## config.mk

```make
export PLATFORM = sky130hd
export DESIGN_NAME = sscd_top
export DESIGN_NICKNAME = d
export VERILOG_FILES = /design/src/design/sscd_pkg.sv /design/src/design/sscd_top.sv
export SDC_FILE = /design/constraint.sdc
export NUM_CORES = 1
export LEC_CHECK = 0
export BUFFER_PORTS_ARGS = -buffer_cell sky130_fd_sc_hd__buf_2
export CORE_MARGIN = 1
export CORE_UTILIZATION = 55
export CTS_BUF_LIST = sky130_fd_sc_hd__clkbuf_4
export DETAILED_ROUTE_END_ITERATION = 7
export GPL_TIMING_DRIVEN = 0
export PLACE_DENSITY_LB_ADDON = 0.1
export SYNTH_ARGS = -nofsm -noshare
export SYNTH_HDL_FRONTEND = slang
export SYNTH_SLANG_ARGS = --single-unit
```

## constraint.sdc

```tcl
create_clock -name MCLK -period 5.1 [get_ports MCLK]
set_input_delay 0.255 -clock MCLK [delete_from_list [all_inputs] [get_ports MCLK]]
set_output_delay 0.255 -clock MCLK [all_outputs]
set_load 0.1 [all_outputs]
```

## src/design/sscd_pkg.sv

```systemverilog
// Purpose: Shared constants and types for the SPI switch-control target.
// Assumes: One 8-bit register map; frames of 16 bits, 24 bits with CRC.
// Notes:   All offsets, keys, lengths and reset values live here.
package sscd_pkg;
  // Register addresses (7-bit).
  localparam logic [6:0] A_SW    = 7'h01;
  localparam logic [6:0] A_CFG   = 7'h02;
  localparam logic [6:0] A_FLG   = 7'h03;
  localparam logic [6:0] A_BURST = 7'h05;
  localparam logic [6:0] A_SRST  = 7'h0B;
  // Fixed bytes of the protocol.
  localparam logic [7:0] ALIGN    = 8'h25;
  localparam logic [7:0] CLR_CMD  = 8'h6C;
  localparam logic [7:0] CLR_DATA = 8'hA9;
  localparam logic [7:0] SR_KEY1  = 8'hA3;
  localparam logic [7:0] SR_KEY2  = 8'h05;
  localparam logic [7:0] DC_CMD   = 8'h25;
  localparam logic [7:0] DC_DATA  = 8'h00;
  localparam logic [7:0] CRC_POLY = 8'h07;
  localparam logic [7:0] CRC_SEED = 8'h00;
  // Bit positions counted in rising SCLK edges.
  localparam logic [4:0] LEN_PLAIN = 5'h10;
  localparam logic [4:0] LEN_CRC   = 5'h18;
  localparam logic [4:0] POS_ADDR  = 5'h08;
  localparam logic [4:0] POS_INV   = 5'h09;
  localparam logic [4:0] POS_MAX   = 5'h1F;
  // Field positions in the flag and configuration fields.
  localparam int F_CRC  = 0;
  localparam int F_SCLK = 1;
  localparam int F_RW   = 2;
  // Register contents carried together.
  typedef struct packed {
    logic [3:0] sw;     // Switch enables.
    logic [2:0] cfg;    // Error check enables.
    logic [2:0] flags;  // Sticky error flags.
    logic       burst;  // Burst mode enable.
  } sscd_regs_s;
  localparam sscd_regs_s REGS_RST = '{sw: 4'h0, cfg: 3'h6, flags: 3'h0, burst: 1'h0};
  // Interface modes.
  typedef enum logic {MODE_ADDR, MODE_DAISY} sscd_mode_e;
endpackage

```

## src/design/sscd_top.sv

```systemverilog
// Purpose: SPI target for a quad switch: framing, CRC, error checks, burst, daisy chain.
// Assumes: MCLK far faster than SCLK; SPI mode 0 timing; pins resynchronised here.
// Notes:   SDO is open drain; the host must pull it up.
// How it works
// - CRC mode adds eight clocks, 24 total.
// - CRC covers R/W, address and data.
// - CRC polynomial 0x07, seed zero.
// - CRC mode writes at the 24th edge.
// - Bad CRC blocks write, sets CRC flag.
// - In CRC mode host sends CRC on every frame; device on every reply.
// - CRC check off after reset, configurable.
// - Wrong clock count sets SCLK flag.
// - Short frames never write.
// - Long frames write at 16, or at 24 with CRC, flag error.
// - Bad address or read-only write flagged.
// - Address checked at ninth edge; blocks write.
// - Frame 0x6CA9 clears all error flags.
// - Burst takes back-to-back commands, aligned replies.
// - Burst total must be multiple of length.
// - Writes 0xA3 then 0x05 to 0x0B reset.
// - Command 0x2500 enters daisy chain permanently.
// - Daisy SDO is SDI delayed eight clocks.
// - Chip select rise loads last byte's low nibble into switches.
// - Frame is R/W, 7-bit address, 8 data.
// - First bit zero writes, one reads.
// - Alignment byte 0x25 leads every reply in address mode.
`timescale 1ns/10ps
module sscd_top
(
  // Clock and reset.
  input  wire logic       MCLK,
  input  wire logic       RST,
  // SPI pins.
  input  wire logic       CS_N,
  input  wire logic       SCLK,
  input  wire logic       SDI,
  output logic            SDO_OUT,
  output logic            SDO_OE_N,
  // Status.
  output logic [3:0]      SW_EN,
  output logic [2:0]      ERR_FLAGS,
  output logic [2:0]      ERR_CFG,
  output logic            BURST_ON,
  output logic            DAISY_ON
);
  // Two-stage synchronisers plus an edge history stage.
  logic [2:0] cs_ff, sck_ff;   // Bit 0 feeds only bit 1.
  logic [1:0] sdi_ff;          // Bit 0 feeds only bit 1.
  // Protocol state.
  sscd_pkg::sscd_regs_s reg_ff, nxt_reg;   // Register map.
  sscd_pkg::sscd_mode_e mode_ff, nxt_mode; // Address or daisy mode.
  logic [4:0]  pos_ff, nxt_pos;            // Rising edges in this command.
  logic [23:0] rx_ff, nxt_rx;              // Received bits.
  logic [23:0] tx_ff, nxt_tx;              // Reply bits for this command.
  logic [7:0]  cmd_ff, nxt_cmd;            // R/W and address byte.
  logic [7:0]  dsh_ff, nxt_dsh;            // Daisy delay line.
  logic        inv_ff, nxt_inv;            // Command flagged invalid.
  logic        arm_ff, nxt_arm;            // First reset key seen.
  logic        oe_n_ff, nxt_oe_n;          // SDO release, low drives.
  // Edge events, decoded from the second and third stages.
  logic cs_fall, cs_rise, sck_rise, sck_fall, sdi_s, cs_low;
  logic [4:0]  len, pos1;
  logic [15:0] pay;
  logic [7:0]  rdata;
  logic        wr_evt, crc_ok, crc_bad;

  assign cs_fall  = cs_ff[2] & ~cs_ff[1];
  assign cs_rise  = ~cs_ff[2] & cs_ff[1];
  assign cs_low   = ~cs_ff[1];
  assign sck_rise = sck_ff[1] & ~sck_ff[2];
  assign sck_fall = ~sck_ff[1] & sck_ff[2];
  assign sdi_s    = sdi_ff[1];

  // Bitwise CRC-8, MSB first; the zero seed lets a quiet line give zero.
  function automatic logic [7:0] crc8(input logic [15:0] d);
    logic [7:0] c;
    c = sscd_pkg::CRC_SEED;
    for (int i = 15; i >= 0; i--)
    begin
      c = (c[7] ^ d[i]) ? ((c << 1) ^ sscd_pkg::CRC_POLY) : (c << 1);
    end
    return c;
  endfunction

  // True when a command byte names no register or writes the flag register.
  function automatic logic addr_bad(input logic [7:0] c);
    logic b;
    b = 1'b1;
    if (c == sscd_pkg::CLR_CMD || c == sscd_pkg::DC_CMD)
    begin
      b = 1'b0; // The clear and daisy commands are exempt.
    end
    else if (c[6:0] == sscd_pkg::A_FLG)
    begin
      b = ~c[7];
    end
    else if (c[6:0] == sscd_pkg::A_SW || c[6:0] == sscd_pkg::A_CFG ||
             c[6:0] == sscd_pkg::A_BURST || c[6:0] == sscd_pkg::A_SRST)
    begin
      b = 1'b0;
    end
    return b;
  endfunction

  // Pin synchronisers; reset loads CS_N high, SCLK and SDI low.
  always_ff @(posedge MCLK or posedge RST)
  begin
    if (RST)
    begin
      cs_ff  <= 3'h7;
      sck_ff <= 3'h0;
      sdi_ff <= 2'h0;
    end
    else
    begin
      cs_ff  <= {cs_ff[1:0], CS_N};
      sck_ff <= {sck_ff[1:0], SCLK};
      sdi_ff <= {sdi_ff[0], SDI};
    end
  end

  // Frame length, next position and the payload as it stands after this edge.
  assign len    = reg_ff.cfg[sscd_pkg::F_CRC] ? sscd_pkg::LEN_CRC : sscd_pkg::LEN_PLAIN;
  assign pos1   = (pos_ff == sscd_pkg::POS_MAX) ? pos_ff : pos_ff + 5'h01;
  assign nxt_rx = sck_rise && cs_low ? {rx_ff[22:0], sdi_s} : rx_ff;
  assign pay    = reg_ff.cfg[sscd_pkg::F_CRC] ? nxt_rx[23:8] : nxt_rx[15:0];
  assign crc_ok = ~reg_ff.cfg[sscd_pkg::F_CRC] || (crc8(pay) == nxt_rx[7:0]);
  // The command completes on the length-th edge; later edges write only in burst mode.
  assign wr_evt = sck_rise && cs_low && mode_ff == sscd_pkg::MODE_ADDR &&
                  pos1 == len && pos_ff != sscd_pkg::POS_MAX;
  assign crc_bad = wr_evt && ~crc_ok;

  // Read mux over the register map; reserved bits read zero.
  always_comb
  begin
    rdata = 8'h00;
    unique case (nxt_rx[6:0])
      sscd_pkg::A_SW:    rdata = {4'h0, reg_ff.sw};
      sscd_pkg::A_CFG:   rdata = {5'h00, reg_ff.cfg};
      sscd_pkg::A_FLG:   rdata = {5'h00, reg_ff.flags};
      sscd_pkg::A_BURST: rdata = {7'h00, reg_ff.burst};
      default:           rdata = 8'h00;
    endcase
  end

  // Next-state logic for the whole protocol engine.
  always_comb
  begin
    nxt_reg  = reg_ff;
    nxt_mode = mode_ff;
    nxt_pos  = pos_ff;
    nxt_tx   = tx_ff;
    nxt_cmd  = cmd_ff;
    nxt_dsh  = dsh_ff;
    nxt_inv  = inv_ff;
    nxt_arm  = arm_ff;
    nxt_oe_n = oe_n_ff;
    if (cs_fall)
    begin
      // A new frame starts; the first alignment bit, or in daisy mode the first delayed bit, is out before the first edge.
      nxt_pos  = 5'h00;
      nxt_inv  = 1'b0;
      nxt_tx   = {sscd_pkg::ALIGN, 16'h0000};
      nxt_oe_n = (mode_ff == sscd_pkg::MODE_DAISY) ? dsh_ff[7] : sscd_pkg::ALIGN[7];
    end
    else if (cs_rise)
    begin
      nxt_oe_n = 1'b1;
      if (mode_ff == sscd_pkg::MODE_DAISY)
      begin
        nxt_reg.sw = dsh_ff[3:0];
      end
      else if (reg_ff.cfg[sscd_pkg::F_SCLK] && pos_ff != 5'h00 &&
               (reg_ff.burst || pos_ff != len))
      begin
        // A counter left off zero in burst mode, or off both zero and the frame length otherwise, means a wrong clock count.
        nxt_reg.flags[sscd_pkg::F_SCLK] = 1'b1;
      end
    end
    else if (sck_rise && cs_low)
    begin
      nxt_pos = pos1;
      if (mode_ff == sscd_pkg::MODE_DAISY)
      begin
        nxt_dsh = {dsh_ff[6:0], sdi_s};
      end
      else if (pos1 == sscd_pkg::POS_ADDR)
      begin
        // Address known: reply data and its CRC go into the second and third bytes.
        nxt_cmd = nxt_rx[7:0];
        nxt_tx[15:0] = nxt_rx[7] ? {rdata, crc8({sscd_pkg::ALIGN, rdata})}
                                 : {8'h00, crc8({sscd_pkg::ALIGN, 8'h00})};
      end
      else if (pos1 == sscd_pkg::POS_INV && reg_ff.cfg[sscd_pkg::F_RW] && addr_bad(cmd_ff))
      begin
        nxt_inv = 1'b1;
        nxt_reg.flags[sscd_pkg::F_RW] = 1'b1;
      end
      if (wr_evt)
      begin
        nxt_arm = 1'b0;
        if (reg_ff.burst)
        begin
          // Restart the command counter so the next reply stays aligned.
          nxt_pos = 5'h00;
          nxt_inv = 1'b0;
          nxt_tx  = {sscd_pkg::ALIGN, 16'h0000};
        end
        if (!crc_ok)
        begin
          nxt_reg.flags[sscd_pkg::F_CRC] = 1'b1;
        end
        else if (!cmd_ff[7] && !inv_ff)
        begin
          if (pay == {sscd_pkg::CLR_CMD, sscd_pkg::CLR_DATA})
          begin
            nxt_reg.flags = 3'h0;
          end
          else if (pay == {sscd_pkg::DC_CMD, sscd_pkg::DC_DATA})
          begin
            nxt_mode = sscd_pkg::MODE_DAISY;
            nxt_dsh  = 8'h00;
          end
          else
          begin
            unique case (cmd_ff[6:0])
              sscd_pkg::A_SW:    nxt_reg.sw = pay[3:0];
              sscd_pkg::A_CFG:   nxt_reg.cfg = pay[2:0];
              sscd_pkg::A_BURST: nxt_reg.burst = pay[0];
              sscd_pkg::A_SRST:
              begin
                if (arm_ff && pay[7:0] == sscd_pkg::SR_KEY2)
                begin
                  nxt_reg = sscd_pkg::REGS_RST;
                end
                nxt_arm = (pay[7:0] == sscd_pkg::SR_KEY1);
              end
              default:           nxt_reg = reg_ff;
            endcase
          end
        end
      end
    end
    else if (sck_fall && cs_low)
    begin
      // Bits past the reply release the line, reading as one.
      if (mode_ff == sscd_pkg::MODE_DAISY)
      begin
        nxt_oe_n = dsh_ff[7];
      end
      else
      begin
        nxt_oe_n = (pos_ff < sscd_pkg::LEN_CRC) ? tx_ff[5'h17 - pos_ff] : 1'b1;
      end
    end
  end

  // State registers.
  always_ff @(posedge MCLK or posedge RST)
  begin
    if (RST)
    begin
      reg_ff  <= sscd_pkg::REGS_RST;
      mode_ff <= sscd_pkg::MODE_ADDR;
      pos_ff  <= 5'h00;
      rx_ff   <= 24'h000000;
      tx_ff   <= 24'h000000;
      cmd_ff  <= 8'h00;
      dsh_ff  <= 8'h00;
      inv_ff  <= 1'b0;
      arm_ff  <= 1'b0;
      oe_n_ff <= 1'b1;
    end
    else
    begin
      reg_ff  <= nxt_reg;
      mode_ff <= nxt_mode;
      pos_ff  <= nxt_pos;
      rx_ff   <= nxt_rx;
      tx_ff   <= nxt_tx;
      cmd_ff  <= nxt_cmd;
      dsh_ff  <= nxt_dsh;
      inv_ff  <= nxt_inv;
      arm_ff  <= nxt_arm;
      oe_n_ff <= nxt_oe_n;
    end
  end

  // Outputs straight from flip-flops; SDO only ever pulls low.
  assign SDO_OUT   = 1'b0;
  assign SDO_OE_N  = oe_n_ff;
  assign SW_EN     = reg_ff.sw;
  assign ERR_FLAGS = reg_ff.flags;
  assign ERR_CFG   = reg_ff.cfg;
  assign BURST_ON  = reg_ff.burst;
  assign DAISY_ON  = (mode_ff == sscd_pkg::MODE_DAISY);
endmodule // sscd_top

```

-- Word level (Yosys, flattened, before mapping)
Cells that the tools add are included.
- flip-flop bits (word level): 92
- input bits: 5
- word-level logic and storage cells: 280
- add/subtract/negate cells: 2
- $lt $le $gt $ge: 2
- equality and inequality tests: 39
- multiplexer cells: 112
- bitwise gates (word level): 59
- reductions and logical operators: 47
- operators by type and width (kind ; number):
    $mux 24 ; 6
    $mux 11 ; 13
    $mux 3 ; 25
    $not 3->3 ; 22
    $mux 16 ; 3
    $mux 8 ; 6
    $mux 1 ; 41
    $mux 5 ; 6
    $reduce_and 10->1 ; 3
    $eq 7x2->1 const B ; 4
    $reduce_bool 2->1 ; 9
    $eq 16x14->1 const B ; 1
    $eq 16x15->1 const B ; 1
    $pmux 4 s4 ; 1
    $eq 7x1->1 const B ; 2
    $eq 7x3->1 const B ; 2
    $ne 7x5->1 const B ; 2
    $mux 12 ; 1
    $mux 4 ; 3
    $pmux 3 s2 ; 2
    $reduce_and 4->1 ; 3
    $xor 1x1->1 ; 12
    $logic_and 1x1->1 ; 11
    $not 1->1 ; 11
    42 further kinds ; 71

-- Depth between registers and ports, before layout
Gate-level depths: netlist of the first run.
- word-level depth: 51
- mapped depth: 21
- depth with buffers taken out: 15

-- Worst setup path before layout of the first run
Ideal clock, no wire load.
- path kind: register to register
- start point: register reg_ff, in the netlist ERR_CFG[0]
- end point: register reg_ff, in the netlist ERR_CFG[0]
- library setup time: 0.128 ns
- arrival: 5.503 ns
- path slack: -0.531 ns
- stages on the path, launching flop included: 17
- path buffers: 5
- clock period less this slack: 5.631 ns
- cell sequence: dfrtp_1 > clkbuf_1 > clkbuf_1 > clkbuf_1 > clkbuf_1 > mux2i_1 > ha_1 > clkbuf_1 > or3b_2 > a211oi_1 > and3b_1 > xnor2_1 > a211o_1 > o41ai_4 > nand3_4 > nor3_2 > mux2_1
- cells in the longest elaborated chain, start to end: 17
- elaborated cells on any way between the ends: 63
- those cells by class: 6 x eq/ne; 19 x mux; 33 x bitwise; 5 x reduce/logical
- ends and longest elaborated chain (element ; RTL line ; text):
    start: declaration ; sscd_top.sv:50 ; sscd_pkg::sscd_regs_s reg_ff, nxt_reg;
    start signal: assignment ; sscd_top.sv:263 ; reg_ff <= sscd_pkg::REGS_RST;
    start signal: assignment ; sscd_top.sv:276 ; reg_ff <= nxt_reg;
    $mux 16 ; sscd_top.sv:126 ; assign pay = reg_ff.cfg[sscd_pkg::F_CRC] ? nxt_rx[23:8] : nxt_rx[15:0];
    $xor 1x1->1 ; sscd_top.sv:80 ; c = (c[7] ^ d[i]) ? ((c << 1) ^ sscd_pkg::CRC_POLY) : (c << 1);
    $mux 3 ; sscd_top.sv:80 ;
    $not 3->3 (no source line) ; - ;
    $mux 3 ; sscd_top.sv:80 ;
    $not 3->3 (no source line) ; - ;
    $mux 3 ; sscd_top.sv:80 ;
    $xor 1x1->1 ; sscd_top.sv:80 ;
    $mux 3 ; sscd_top.sv:80 ;
    $not 3->3 (no source line) ; - ;
    $mux 3 ; sscd_top.sv:80 ;
    $not 3->3 (no source line) ; - ;
    $mux 3 ; sscd_top.sv:80 ;
    $eq 8x8->1 ; sscd_top.sv:127 ; assign crc_ok = ~reg_ff.cfg[sscd_pkg::F_CRC] || (crc8(pay) == nxt_rx[7:0]);
    $logic_or 1x1->1 ; sscd_top.sv:127 ;
    $ne 10x7->1 (no source line) ; - ;
    $reduce_and 10->1 (no source line) ; - ;
Several ways; a longest one is shown, not always the timed one.
A chain may end at the register's enable or synchronous reset.

-- Worst setup path after layout of the first run
- start point: register reg_ff, in the netlist ERR_CFG[0]
- end point: register reg_ff, in the netlist BURST_ON
The elaborated chain is that of the path after synthesis.

==> results.json, run 1 <==
{
  "status": "finished clean",
  "main_combinational_cell_family_by_area_after_synthesis": "simple AND/OR/NAND/NOR gates",
  "power.leakage_nw": 2.77,
  "ys_seq_elements": 85,
  "synth_flop_cell": "sky130_fd_sc_hd__dfrtp_1",
  "yosysWarningCount": 0,
  "rr_worst_depth": 14,
  "fillers": 865,
  "post-dp-hpwl_um": 11400,
  "setup_tns_ps": 0,
  "postPlaceCellArea_mm2": 0.00598,
  "worst-endpoint-arrival_ps": 5260,
  "pwr_cell_area_mw_per_mm2": 305,
  "unrepaired_setup_endpoints_after_global_routing": "no",
  "wl_per_cell_um": 19.0,
  "port_buffers": 17,
  "finalWeightedCongestion": 0.963,
  "die_x_um": 104,
  "synth_seq_area_share_pct": 37.5,
  "fin_crit_sh_pct": 96.6,
  "cts.root.buffer_cell": "sky130_fd_sc_hd__clkbuf_4",
  "final_layout_size_suffix_gt1_share_pct": 15.0,
  "ff_to_ff_setup_slack_ps": 170,
  "num_rows": 36,
  "routed-via-count": 4780,
  "drt-vias-per-instance": 6.01,
  "r2r-start": "ERR_CFG[0]",
  "max_cap_viol": 0,
  "required_ps": 5430,
  "critPathTopFamily": "compound AO/OA/AOI/OAI gates",
  "vdd.ir_drop.worst_mv": 0.186,
  "synth_edf_count": 0,
  "synthDistinctLibCells": 68,
  "global_route_usage_over_all_layers_pct": 29.5,
  "async_reset_ff_share_pct": 100,
  "finalClockSkew_ps": 30.2,
  "muxShareOfSynthArea_pct": 12.8,
  "critPathCaptureType": "flop",
  "worstHoldPathType": "reg -> reg",
  "drt_first_iter_violations": 507,
  "hold_viol_final": 0,
  "capture_endpoint_of_the_worst_hold_path": "sdi_ff[1]",
  "cp_slowest_cell": "sky130_fd_sc_hd__or3b_2",
  "path_class": "reg -> reg",
  "timing_max_transition_violations_final": 0,
  "cp_cell_sequence": "clkbuf_2 -> clkbuf_4 -> clkbuf_2 -> mux2i_1 -> ha_4 -> or3b_2 -> a211oi_1 -> and3b_1 -> xnor2_1 -> a211o_1 -> o41ai_4 -> nand3_4 -> a2111oi_4 -> mux2_1",
  "fin_area_mm2": 0.00622,
  "clk_latency_ps": 460,
  "mostFrequentLayoutCells": "sky130_fd_sc_hd__dfrtp_1 (78), sky130_fd_sc_hd__nand2_1 (77), sky130_fd_sc_hd__xnor2_1 (46)",
  "timing.critical_path.mode_cell": "sky130_fd_sc_hd__clkbuf_2",
  "num_ports": 19,
  "final-setup-viol-count": 0,
  "area_delta_synth_final_pct": 9.34,
  "post_synth_fa_ha_maj_area_fraction_pct": 2.20,
  "slew_headroom_pct": 32.5,
  "ant_nets": 0,
  "die_area_mm2": 0.0108,
  "worst_setup_hold_path_clk_slew_ps": 160,
  "coreArea_mm2": 0.00991,
  "mapped_avg_cell_area_um2": 9.10,
  "starting_density_pct": 57.4,
  "area.sequential_mm2": 0.00214,
  "multiInputGateArea_mm2": 0.00327,
  "layout_commonest_cell": "sky130_fd_sc_hd__dfrtp_1",
  "cts_htree_levels": 3,
  "max_clock_freq_ghz": 0.203,
  "number_of_global_route_vias_before_repair": 4644,
  "syn_area_mm2": 0.00569,
  "post_synth_and_or_nand_nor_area_fraction_pct": 18.0,
  "drt_pass_1_iters": 5,
  "chipHeight_um": 104,
  "worstPathMaxFanout": 19,
  "synthesis.instances": 625,
  "post_synthesis_compound_gate_area_fraction_pct": 13.8,
  "remaining_drc_errors": 0,
  "final_util_pct": 62.8,
  "synth-xor-area-share_pct": 10.2,
  "cts_max_path_buffers": 2,
  "grt.overflow.total": 0,
  "synth.net_count": 640,
  "tritoncts.num_buffers": 9,
  "crit-reg2reg-capture": "BURST_ON",
  "detail_route.wirelength_um": 15100,
  "final_period_minus_worst_setup_slack_ps": 4930,
  "num_antenna_cells": 0,
  "antenna_found_initial": 0,
  "tightestPinTransition_ps": 984,
  "design.final.nets": 672,
  "cp-start-kind": "flop",
  "cts_sinks": 85,
  "crit_buf_inv": 3,
  "critPathMaxStageDelay_ps": 460,
  "cts_tree": "done",
  "worst_hold_startpoint": "sdi_ff[0]",
  "wire_length_of_the_first_global_routing_pass_um": 24700,
  "cells_on_worst_hold_path": 0,
  "grt_max_degree": 50
}
[cells by family after synthesis]
| group | Yosys count |
|---|---|
| AND/OR/NAND/NOR | 212 |
| AO/OA/AOI/OAI | 118 |
| flip-flops | 85 |
| buffers and inverters | 78 |
| XOR/XNOR | 63 |
| multiplexers | 58 |
| adder cells (fa/ha/maj) | 10 |
| other | 1 |
[worst max-delay path by stage]
stage / from / slack [ps] / depth (start not counted) / to
2_1_floorplan: cs_ff[1] / 50 / 20 / ERR_CFG[0]
3_3_place_gp: cs_ff[1] / -1090 / 19 / ERR_CFG[0]
3_5_place_dp: cs_ff[1] / -1220 / 19 / ERR_CFG[0]
4_1_cts: ERR_CFG[0] / 40 / 14 / BURST_ON
5_1_grt: sck_ff[2] / 10 / 18 / BURST_ON
6_report: ERR_CFG[0] / 170 / 14 / BURST_ON
[flip-flops by register name (all words and copies together), names as in the netlist, 2 cells and up]
signal     flops
ERR_CFG        3
ERR_FLAGS      3
SW_EN          4
cmd_ff         8
cs_ff          3
dsh_ff         8
pos_ff         5
rx_ff         24
sck_ff         3
sdi_ff         2
tx_ff         17
[synthesized netlist by cell type (5+ instances only)]
master	number	area, um^2
sky130_fd_sc_hd__dfrtp_1	79	1980
sky130_fd_sc_hd__nand2_1	77	289
sky130_fd_sc_hd__xnor2_1	46	403
sky130_fd_sc_hd__nor2_1	45	169
sky130_fd_sc_hd__o21ai_0	38	190
sky130_fd_sc_hd__inv_1	34	128
sky130_fd_sc_hd__a21oi_1	32	160
sky130_fd_sc_hd__mux2i_1	32	320
sky130_fd_sc_hd__clkbuf_1	31	116
sky130_fd_sc_hd__nand3_1	19	95.1
sky130_fd_sc_hd__nor3_1	18	90.1
sky130_fd_sc_hd__xor2_1	15	131
sky130_fd_sc_hd__mux2_2	13	146
sky130_fd_sc_hd__a22o_1	11	96.3
sky130_fd_sc_hd__ha_1	10	125
sky130_fd_sc_hd__and2_1	8	50.1
sky130_fd_sc_hd__mux4_2	8	180
sky130_fd_sc_hd__nand4_1	8	50.1
sky130_fd_sc_hd__buf_1	7	26.3
sky130_fd_sc_hd__dfstp_2	6	158
sky130_fd_sc_hd__o211ai_1	5	37.5
[metrics by stage]
stage | setup slack, ps | power, mW | cells | hold WS (ps)
floorplan | 48.8 | 1.32 | 625 | 259
global placement | -1090 | 1.46 | 775 | 334
detailed placement | -1220 | 1.48 | 776 | 314
CTS | 39.7 | 1.89 | 794 | 351
global route | 12.7 | 2.00 | 795 | 364
finish | 171 | 1.90 | 795 | 342
[metal layers]
| metal | vias up | GRT usage (%) | part of all wire (%) |
|---|---|---|---|
| li1 | 2224 | - | - |
| met1 | 2326 | 42.0 | 46 |
| met2 | 197 | 45.3 | 45 |
| met3 | 33 | 6.67 | 7.6 |
| met4 | 0 | 8.37 | 2.0 |
| met5 | - | 0 | 0 |
[area by class of cell]
cell class	instances	share of cell area, %
plain buffers	39	3.18
clock buffers	12	1.45
clock inverters	4	0.804
inverters	35	2.15
multi-input cells	462	52.6
flip-flops and latches	85	34.3
well taps	133	2.67
repair buffers	25	2.82
[power breakdown]
group	leakage, nW	total, mW	internal (mW)	switching (mW)
registers	1.14	0.758	0.713	0.0453
logic	1.56	0.733	0.276	0.457
clock network	0.0735	0.406	0.165	0.241
[timing repair]
item	in CTS	in global routing
resized for setup	11	11
setup buffers	2	1
pin swaps	2	4
hold buffers	4	0
hold endpoints to repair	36	0
setup endpoints to repair	21	17
Power figures use the tool's default switching activity.
==> run 2: changes to the inputs <==
--- a/config.mk
+++ b/config.mk
@@ -7,7 +7,7 @@
 export LEC_CHECK = 0
 export BUFFER_PORTS_ARGS = -buffer_cell sky130_fd_sc_hd__buf_2
 export CORE_MARGIN = 1
-export CORE_UTILIZATION = 55
+export CORE_UTILIZATION = 40
 export CTS_BUF_LIST = sky130_fd_sc_hd__clkbuf_4
 export DETAILED_ROUTE_END_ITERATION = 7
 export GPL_TIMING_DRIVEN = 0
==> run 2 against run 1 <==
Net effect: flip-flop and latch count stayed put; sequential power about the same; non-clock buffer count is 1 higher; via count down 1.6%; register-to-register slack gained 90 ps; hold slack better by 2.8 ps; clock power fell by 16%; first-iteration DRC count fell by 30%; routed wire length increased by 5.4%; largest cell class unchanged.
==> results.json, run 2 (synthesis results as in run 1) <==
{
  "cts_sinks": 85,
  "fin_cells": 843,
  "detail_route.wirelength_um": 15900,
  "finalClockSkew_ps": 16.1,
  "hold_viol_final": 0,
  "r2r-start": "cs_ff[1]",
  "max_cap_viol": 0,
  "required_ps": 5450,
  "die_x_um": 121,
  "power.share.combinational_pct": 39.8,
  "final-setup-viol-count": 0,
  "port_buffers": 17,
  "tritoncts.num_buffers": 9,
  "power.leakage_nw": 2.76,
  "remaining_drc_errors": 0,
  "area_delta_synth_final_pct": 10.2,
  "final_layout_size_suffix_gt1_share_pct": 14.8,
  "timing.final.ws_setup_ps": 262,
  "status": "finished clean",
  "largest_register_ffs": 24,
  "vdd.ir_drop.worst_mv": 0.158,
  "cts_max_path_buffers": 2,
  "die_area_mm2": 0.0147,
  "num_ports": 19,
  "design.final.nets": 673,
  "worst-endpoint-arrival_ps": 5190,
  "num_antenna_cells": 0,
  "number_of_global_route_vias_before_repair": 4769,
  "power_frac_clock_pct": 18.7,
  "cp-start-kind": "flop",
  "sequential_share_of_power_pct": 41.5,
  "pre_cts_slack_ps": -1280,
  "cts_htree_levels": 3,
  "coreArea_mm2": 0.0139,
  "slew_headroom_pct": 41.3,
  "total_switching_power_mw": 0.741,
  "worst_setup_hold_path_clk_slew_ps": 140,
  "grt.overflow.total": 0,
  "chipHeight_um": 121,
  "ff_to_ff_setup_slack_ps": 260,
  "crit-reg2reg-capture": "BURST_ON",
  "critPathCaptureType": "flop",
  "mostFrequentLayoutCells": "sky130_fd_sc_hd__dfrtp_1 (78), sky130_fd_sc_hd__nand2_1 (77), sky130_fd_sc_hd__xnor2_1 (46)",
  "worstHoldPathType": "in -> async",
  "cts.root.buffer_cell": "sky130_fd_sc_hd__clkbuf_4",
  "max_clock_freq_ghz": 0.207,
  "unrepaired_setup_endpoints_after_global_routing": "yes",
  "final_util_pct": 45.2,
  "post-dp-hpwl_um": 12100,
  "drt-vias-per-instance": 5.58,
  "wire_length_of_the_first_global_routing_pass_um": 25600,
  "path_class": "reg -> reg",
  "tightestPinTransition_ps": 856,
  "layout_top_registers": "rx_ff (24), tx_ff (17)",
  "cell_internal_pwr_mw": 1.09,
  "ant_nets": 0,
  "routed-via-count": 4704,
  "timing.hold.ws_ps": 345,
  "worstPathMaxFanout": 28,
  "cts_tree": "done",
  "finalWeightedCongestion": 0.886,
  "timing.critical_path.from": "cs_ff[1]",
  "fin_crit_sh_pct": 94.9,
  "timing_max_transition_violations_final": 0,
  "antenna_found_initial": 0,
  "max_flop_register": "rx_ff",
  "clk_latency_ps": 470,
  "num_rows": 43,
  "switching_share_pct": 40.6,
  "placed_cells_incl_taps": 823,
  "drt_pass_1_iters": 5,
  "wl_per_cell_um": 18.8,
  "fillers": 1359,
  "grt_max_degree": 52,
  "rr_worst_depth": 18,
  "crit_path_end": "BURST_ON",
  "global_route_usage_over_all_layers_pct": 23.3,
  "starting_density_pct": 41.0,
  "setup_tns_ps": 0,
  "pwr_cell_area_mw_per_mm2": 291,
  "final_period_minus_worst_setup_slack_ps": 4840,
  "layout_commonest_cell": "sky130_fd_sc_hd__dfrtp_1",
  "drt_first_iter_violations": 357
}
## run 2: cell types whose count changed in the layout (fill, tap and decap cells not counted), sizes merged
| cell | previous run | this run |
|---|---|---|
| clkinv | 1 | 4 |
| clkbuf | 39 | 35 |
| buf | 33 | 35 |
| bufinv | 1 | 0 |
| inv | 35 | 36 |
## run 2: worst max-delay path: stages (launching register included)
cell	delay, ps
sky130_fd_sc_hd__dfstp_2	600
sky130_fd_sc_hd__or3b_1	130
sky130_fd_sc_hd__buf_6	160
sky130_fd_sc_hd__buf_6	200
sky130_fd_sc_hd__buf_12	200
sky130_fd_sc_hd__mux2i_1	230
sky130_fd_sc_hd__inv_1	90
sky130_fd_sc_hd__o21ai_2	210
sky130_fd_sc_hd__ha_4	240
sky130_fd_sc_hd__nor2_1	60
sky130_fd_sc_hd__and4_1	190
sky130_fd_sc_hd__a2111oi_0	400
sky130_fd_sc_hd__and3b_1	300
sky130_fd_sc_hd__xnor2_1	100
sky130_fd_sc_hd__a211o_1	300
sky130_fd_sc_hd__o41ai_4	460
sky130_fd_sc_hd__nand3_4	170
sky130_fd_sc_hd__a2111oi_4	300
sky130_fd_sc_hd__mux2_1	370
## run 2: area by class of cell
| cell class | count | area, um^2 | area share [%] |
|---|---|---|---|
| plain buffers | 39 | 209 | 3.33 |
| clock buffers | 9 | 67.6 | 1.08 |
| clock inverters | 7 | 40.0 | 0.639 |
| inverters | 35 | 134 | 2.14 |
| multi-input cells | 462 | 3280 | 52.2 |
| flip-flops and latches | 85 | 2140 | 34.1 |
| well taps | 180 | 225 | 3.59 |
| repair buffers | 26 | 183 | 2.91 |
## run 2: per-stage QoR
stage	power [mW]	cell area, um^2
floorplan	1.32	5700
global placement	1.47	6010
detailed placement	1.48	6040
CTS	1.83	6230
global route	1.94	6270
finish	1.83	6270
## run 2: worst min path at each step
stage,startpoint,end,slack (ps),depth (start not counted)
6_report,RST,rx_ff[14],340,3
5_1_grt,RST,rx_ff[14],370,3
4_1_cts,RST,rx_ff[14],330,3
3_5_place_dp,RST,rx_ff[14],330,2
3_3_place_gp,sdi_ff[0],sdi_ff[1],340,0
2_1_floorplan,CS_N,cs_ff[0],260,0
## run 2: power by group through the flow
stage	Sequential [mW]	Clock, mW	Combinational, mW
2_1_floorplan	0.782	0	0.539
3_3_place_gp	0.769	0	0.705
3_5_place_dp	0.769	0	0.713
4_1_cts	0.757	0.357	0.719
5_1_grt	0.762	0.376	0.798
6_report	0.757	0.342	0.727
## run 2: per-layer routing
metal / vias to the layer above / part of all wire [%] / global-route usage [%]
met3: 26 / 4.4 / 3.67
met1: 2323 / 46 / 30.6
met2: 118 / 47 / 38.0
met4: 0 / 2.3 / 9.72
li1: 2237 / - / -
met5: - / 0 / 0
## run 2: timing repair
action / in CTS / in global routing
hold buffers: 4 / 0
setup endpoints to repair: 21 / 18
gates resized for setup: 14 / 11
hold endpoints to repair: 36 / 0
buffers inserted: 2 / 2
pin swaps: 2 / 2
==> run 3: changes to the inputs <==
--- a/config.mk
+++ b/config.mk
@@ -5,6 +5,7 @@
 export SDC_FILE = /design/constraint.sdc
 export NUM_CORES = 1
 export LEC_CHECK = 0
+export ABC_AREA = 1
 export BUFFER_PORTS_ARGS = -buffer_cell sky130_fd_sc_hd__buf_2
 export CORE_MARGIN = 1
 export CORE_UTILIZATION = 40
==> run 3 against run 2 <==
Net effect: utilization shrank 0.71 points; routed wire length grew 17%; cell area grew 3.1%; maximum frequency grew 18%; total power grew 11%; clock power grew 6%; critical path type unchanged.
==> results.json, run 3 <==
{
  "status": "finished clean",
  "hold_viol_final": 0,
  "synthTopCellsByArea": "sky130_fd_sc_hd__dfrtp_1 (33%), sky130_fd_sc_hd__nand2_1 (18%), sky130_fd_sc_hd__nand3_1 (12%)",
  "synth_edf_count": 0,
  "drt-vias-per-instance": 5.40,
  "cts_htree_levels": 3,
  "port_buffers": 17,
  "syn_area_mm2": 0.00596,
  "layout_top_registers": "rx_ff (24), tx_ff (17)",
  "worstHoldPathType": "in -> async",
  "fin_crit_sh_pct": 80.2,
  "pwr_cell_area_mw_per_mm2": 314,
  "worst-endpoint-arrival_ps": 4420,
  "synth_area_leader_cell": "sky130_fd_sc_hd__dfrtp_1",
  "mostFrequentLayoutCells": "sky130_fd_sc_hd__nand2_1 (286), sky130_fd_sc_hd__nand3_1 (138), sky130_fd_sc_hd__inv_1 (105)",
  "timing.hold.ws_ps": 319,
  "area_delta_synth_final_pct": 8.40,
  "number_of_global_route_vias_before_repair": 5478,
  "ys_seq_elements": 85,
  "synth.net_count": 911,
  "worst_setup_hold_path_clk_slew_ps": 140,
  "async_reset_ff_share_pct": 100,
  "drt_first_iter_violations": 574,
  "cts_max_path_buffers": 2,
  "synth_flop_cell": "sky130_fd_sc_hd__dfrtp_1",
  "total_switching_power_mw": 0.935,
  "post-synth-top-count-cell": "sky130_fd_sc_hd__nand2_1",
  "post-dp-hpwl_um": 14100,
  "max_flop_register": "rx_ff",
  "worstPathMaxFanout": 10,
  "layout_commonest_cell": "sky130_fd_sc_hd__nand2_1",
  "die_area_mm2": 0.0154,
  "fillers": 1596,
  "final_util_pct": 44.5,
  "num_ports": 19,
  "slew_headroom_pct": 19.5,
  "vdd.ir_drop.worst_mv": 0.186,
  "final_period_minus_worst_setup_slack_ps": 4090,
  "max_clock_freq_ghz": 0.244,
  "setup_tns_ps": 0,
  "grt_max_degree": 55,
  "path_class": "reg -> reg",
  "max_cap_viol": 0,
  "antenna_found_initial": 0,
  "mapped_avg_cell_area_um2": 6.65,
  "synth.cells.most_frequent": "sky130_fd_sc_hd__nand2_1 (286), sky130_fd_sc_hd__nand3_1 (138), sky130_fd_sc_hd__inv_1 (106)",
  "power_frac_clock_pct": 17.8,
  "portion_of_synthesized_cell_area_occupied_by_the_leading_cell_type_pct": 33.2,
  "final_layout_size_suffix_gt1_share_pct": 10.2,
  "power.leakage_nw": 3.35,
  "power.share.combinational_pct": 44.9,
  "postPlaceCellArea_mm2": 0.00631,
  "die_x_um": 124,
  "cell_internal_pwr_mw": 1.09,
  "chipHeight_um": 124,
  "holdBufCountCts": 4,
  "unrepaired_setup_endpoints_after_global_routing": "no",
  "ff_to_ff_setup_slack_ps": 1010,
  "cts_tree": "done",
  "synthDistinctLibCells": 48,
  "finalClockSkew_ps": 16.2,
  "starting_density_pct": 41.0,
  "cts.repair.resized": 0,
  "yosysWarningCount": 0,
  "ant_nets": 0,
  "synthesis.instances": 896,
  "global_route_usage_over_all_layers_pct": 25.6,
  "drt_pass_1_iters": 5,
  "num_antenna_cells": 0,
  "cp-start-kind": "flop",
  "switching_share_pct": 46.1,
  "cts.root.buffer_cell": "sky130_fd_sc_hd__clkbuf_4",
  "cts.repair_timing.setup_buffer_count": 0,
  "required_ps": 5430,
  "tritoncts.num_buffers": 9,
  "cts_sinks": 85,
  "num_rows": 44,
  "sequential_share_of_power_pct": 37.2,
  "grt.overflow.total": 0,
  "finalWeightedCongestion": 0.979,
  "design.final.nets": 944,
  "tightestPinTransition_ps": 1200,
  "routed-via-count": 6037,
  "fin_area_mm2": 0.00646,
  "coreArea_mm2": 0.0145,
  "largest_register_ffs": 24,
  "detail_route.wirelength_um": 18600,
  "clk_latency_ps": 470,
  "wl_per_cell_um": 16.6,
  "remaining_drc_errors": 0,
  "final-setup-viol-count": 0,
  "totalPowerFinal_mw": 2.03,
  "critPathCaptureType": "flop",
  "wire_length_of_the_first_global_routing_pass_um": 29300,
  "synth_seq_area_share_pct": 35.8,
  "timing_max_transition_violations_final": 0
}
==> run 3: cell type report <==
type	instances	area [um^2]	area share, %
sequential	85	2130	33.0
tap	184	230	3.56
multi-input combinational	669	3250	50.3
inverter	115	434	6.72
buffer	27	145	2.25
timing repair buffer	22	153	2.36
clock inverter	6	40.0	0.620
clock buffer	10	75.1	1.16
==> run 3: through the flow <==
stage	worst slack, ps	std cells
after global placement	1120	1097
after floorplan	1460	896
after global routing	672	1118
after CTS	1030	1118
after detailed placement	1080	1098
final	1010	1118
==> run 3: path summary, 6_finish.rpt <==
| check | start | to | depth (start not counted) |
|---|---|---|---|
| max | cs_ff[1] | ERR_CFG[0] | 22 |
| min | RST | rx_ff[21] | 3 |
| max reg2reg | cs_ff[1] | ERR_CFG[0] | 22 |
| min reg2reg | sdi_ff[0] | sdi_ff[1] | 0 |
| max in group asynchronous | RST | ERR_CFG[1] | 4 |
| min in group MCLK | sdi_ff[0] | sdi_ff[1] | 0 |
==> run 3: layer usage <==
layer | wire (um) | track usage, % | up-vias
met1 | 9270 | 39.2 | 2815
met2 | 7750 | 36.0 | 202
met5 | 0 | 0 | -
met4 | 231 | 7.29 | 0
li1 | - | - | 3000
met3 | 1330 | 4.81 | 20
==> run 3: critical path, cell delays in order, from the launching register on <==
cell,delay (ps)
sky130_fd_sc_hd__dfstp_2,610
sky130_fd_sc_hd__nor2_4,70
sky130_fd_sc_hd__nand2_4,100
sky130_fd_sc_hd__buf_6,170
sky130_fd_sc_hd__buf_6,170
sky130_fd_sc_hd__nand2_1,80
sky130_fd_sc_hd__nand3_1,70
sky130_fd_sc_hd__nand2_1,130
sky130_fd_sc_hd__ha_1,410
sky130_fd_sc_hd__inv_1,160
sky130_fd_sc_hd__nand2_1,100
sky130_fd_sc_hd__nand3_1,160
sky130_fd_sc_hd__nand3_1,100
sky130_fd_sc_hd__nand2_1,120
sky130_fd_sc_hd__nand2_1,60
sky130_fd_sc_hd__nand2_1,120
sky130_fd_sc_hd__xor2_1,150
sky130_fd_sc_hd__nand3_1,190
sky130_fd_sc_hd__o21bai_4,340
sky130_fd_sc_hd__nand4_2,190
sky130_fd_sc_hd__nor2_2,220
sky130_fd_sc_hd__nand2_1,70
sky130_fd_sc_hd__o21ai_0,170
==> run 3: cells by family after synthesis <==
family,share of synthesized area [%]
adders and majority gates,2.10
xor gates and xnor gates,1.74
AOI/OAI and AO/OA,10.7
other,0.0629
buffers and inverters,9.68
DFF,35.8
and+or+nand+nor,39.9
==> run 3: power by group through the flow <==
stage / Combinational (mW) / Clock, mW / Sequential (mW)
2_1_floorplan: 0.675 / 0 / 0.776
3_3_place_gp: 0.891 / 0 / 0.768
3_5_place_dp: 0.898 / 0 / 0.767
4_1_cts: 0.904 / 0.378 / 0.755
5_1_grt: 1.05 / 0.403 / 0.762
6_report: 0.912 / 0.361 / 0.755
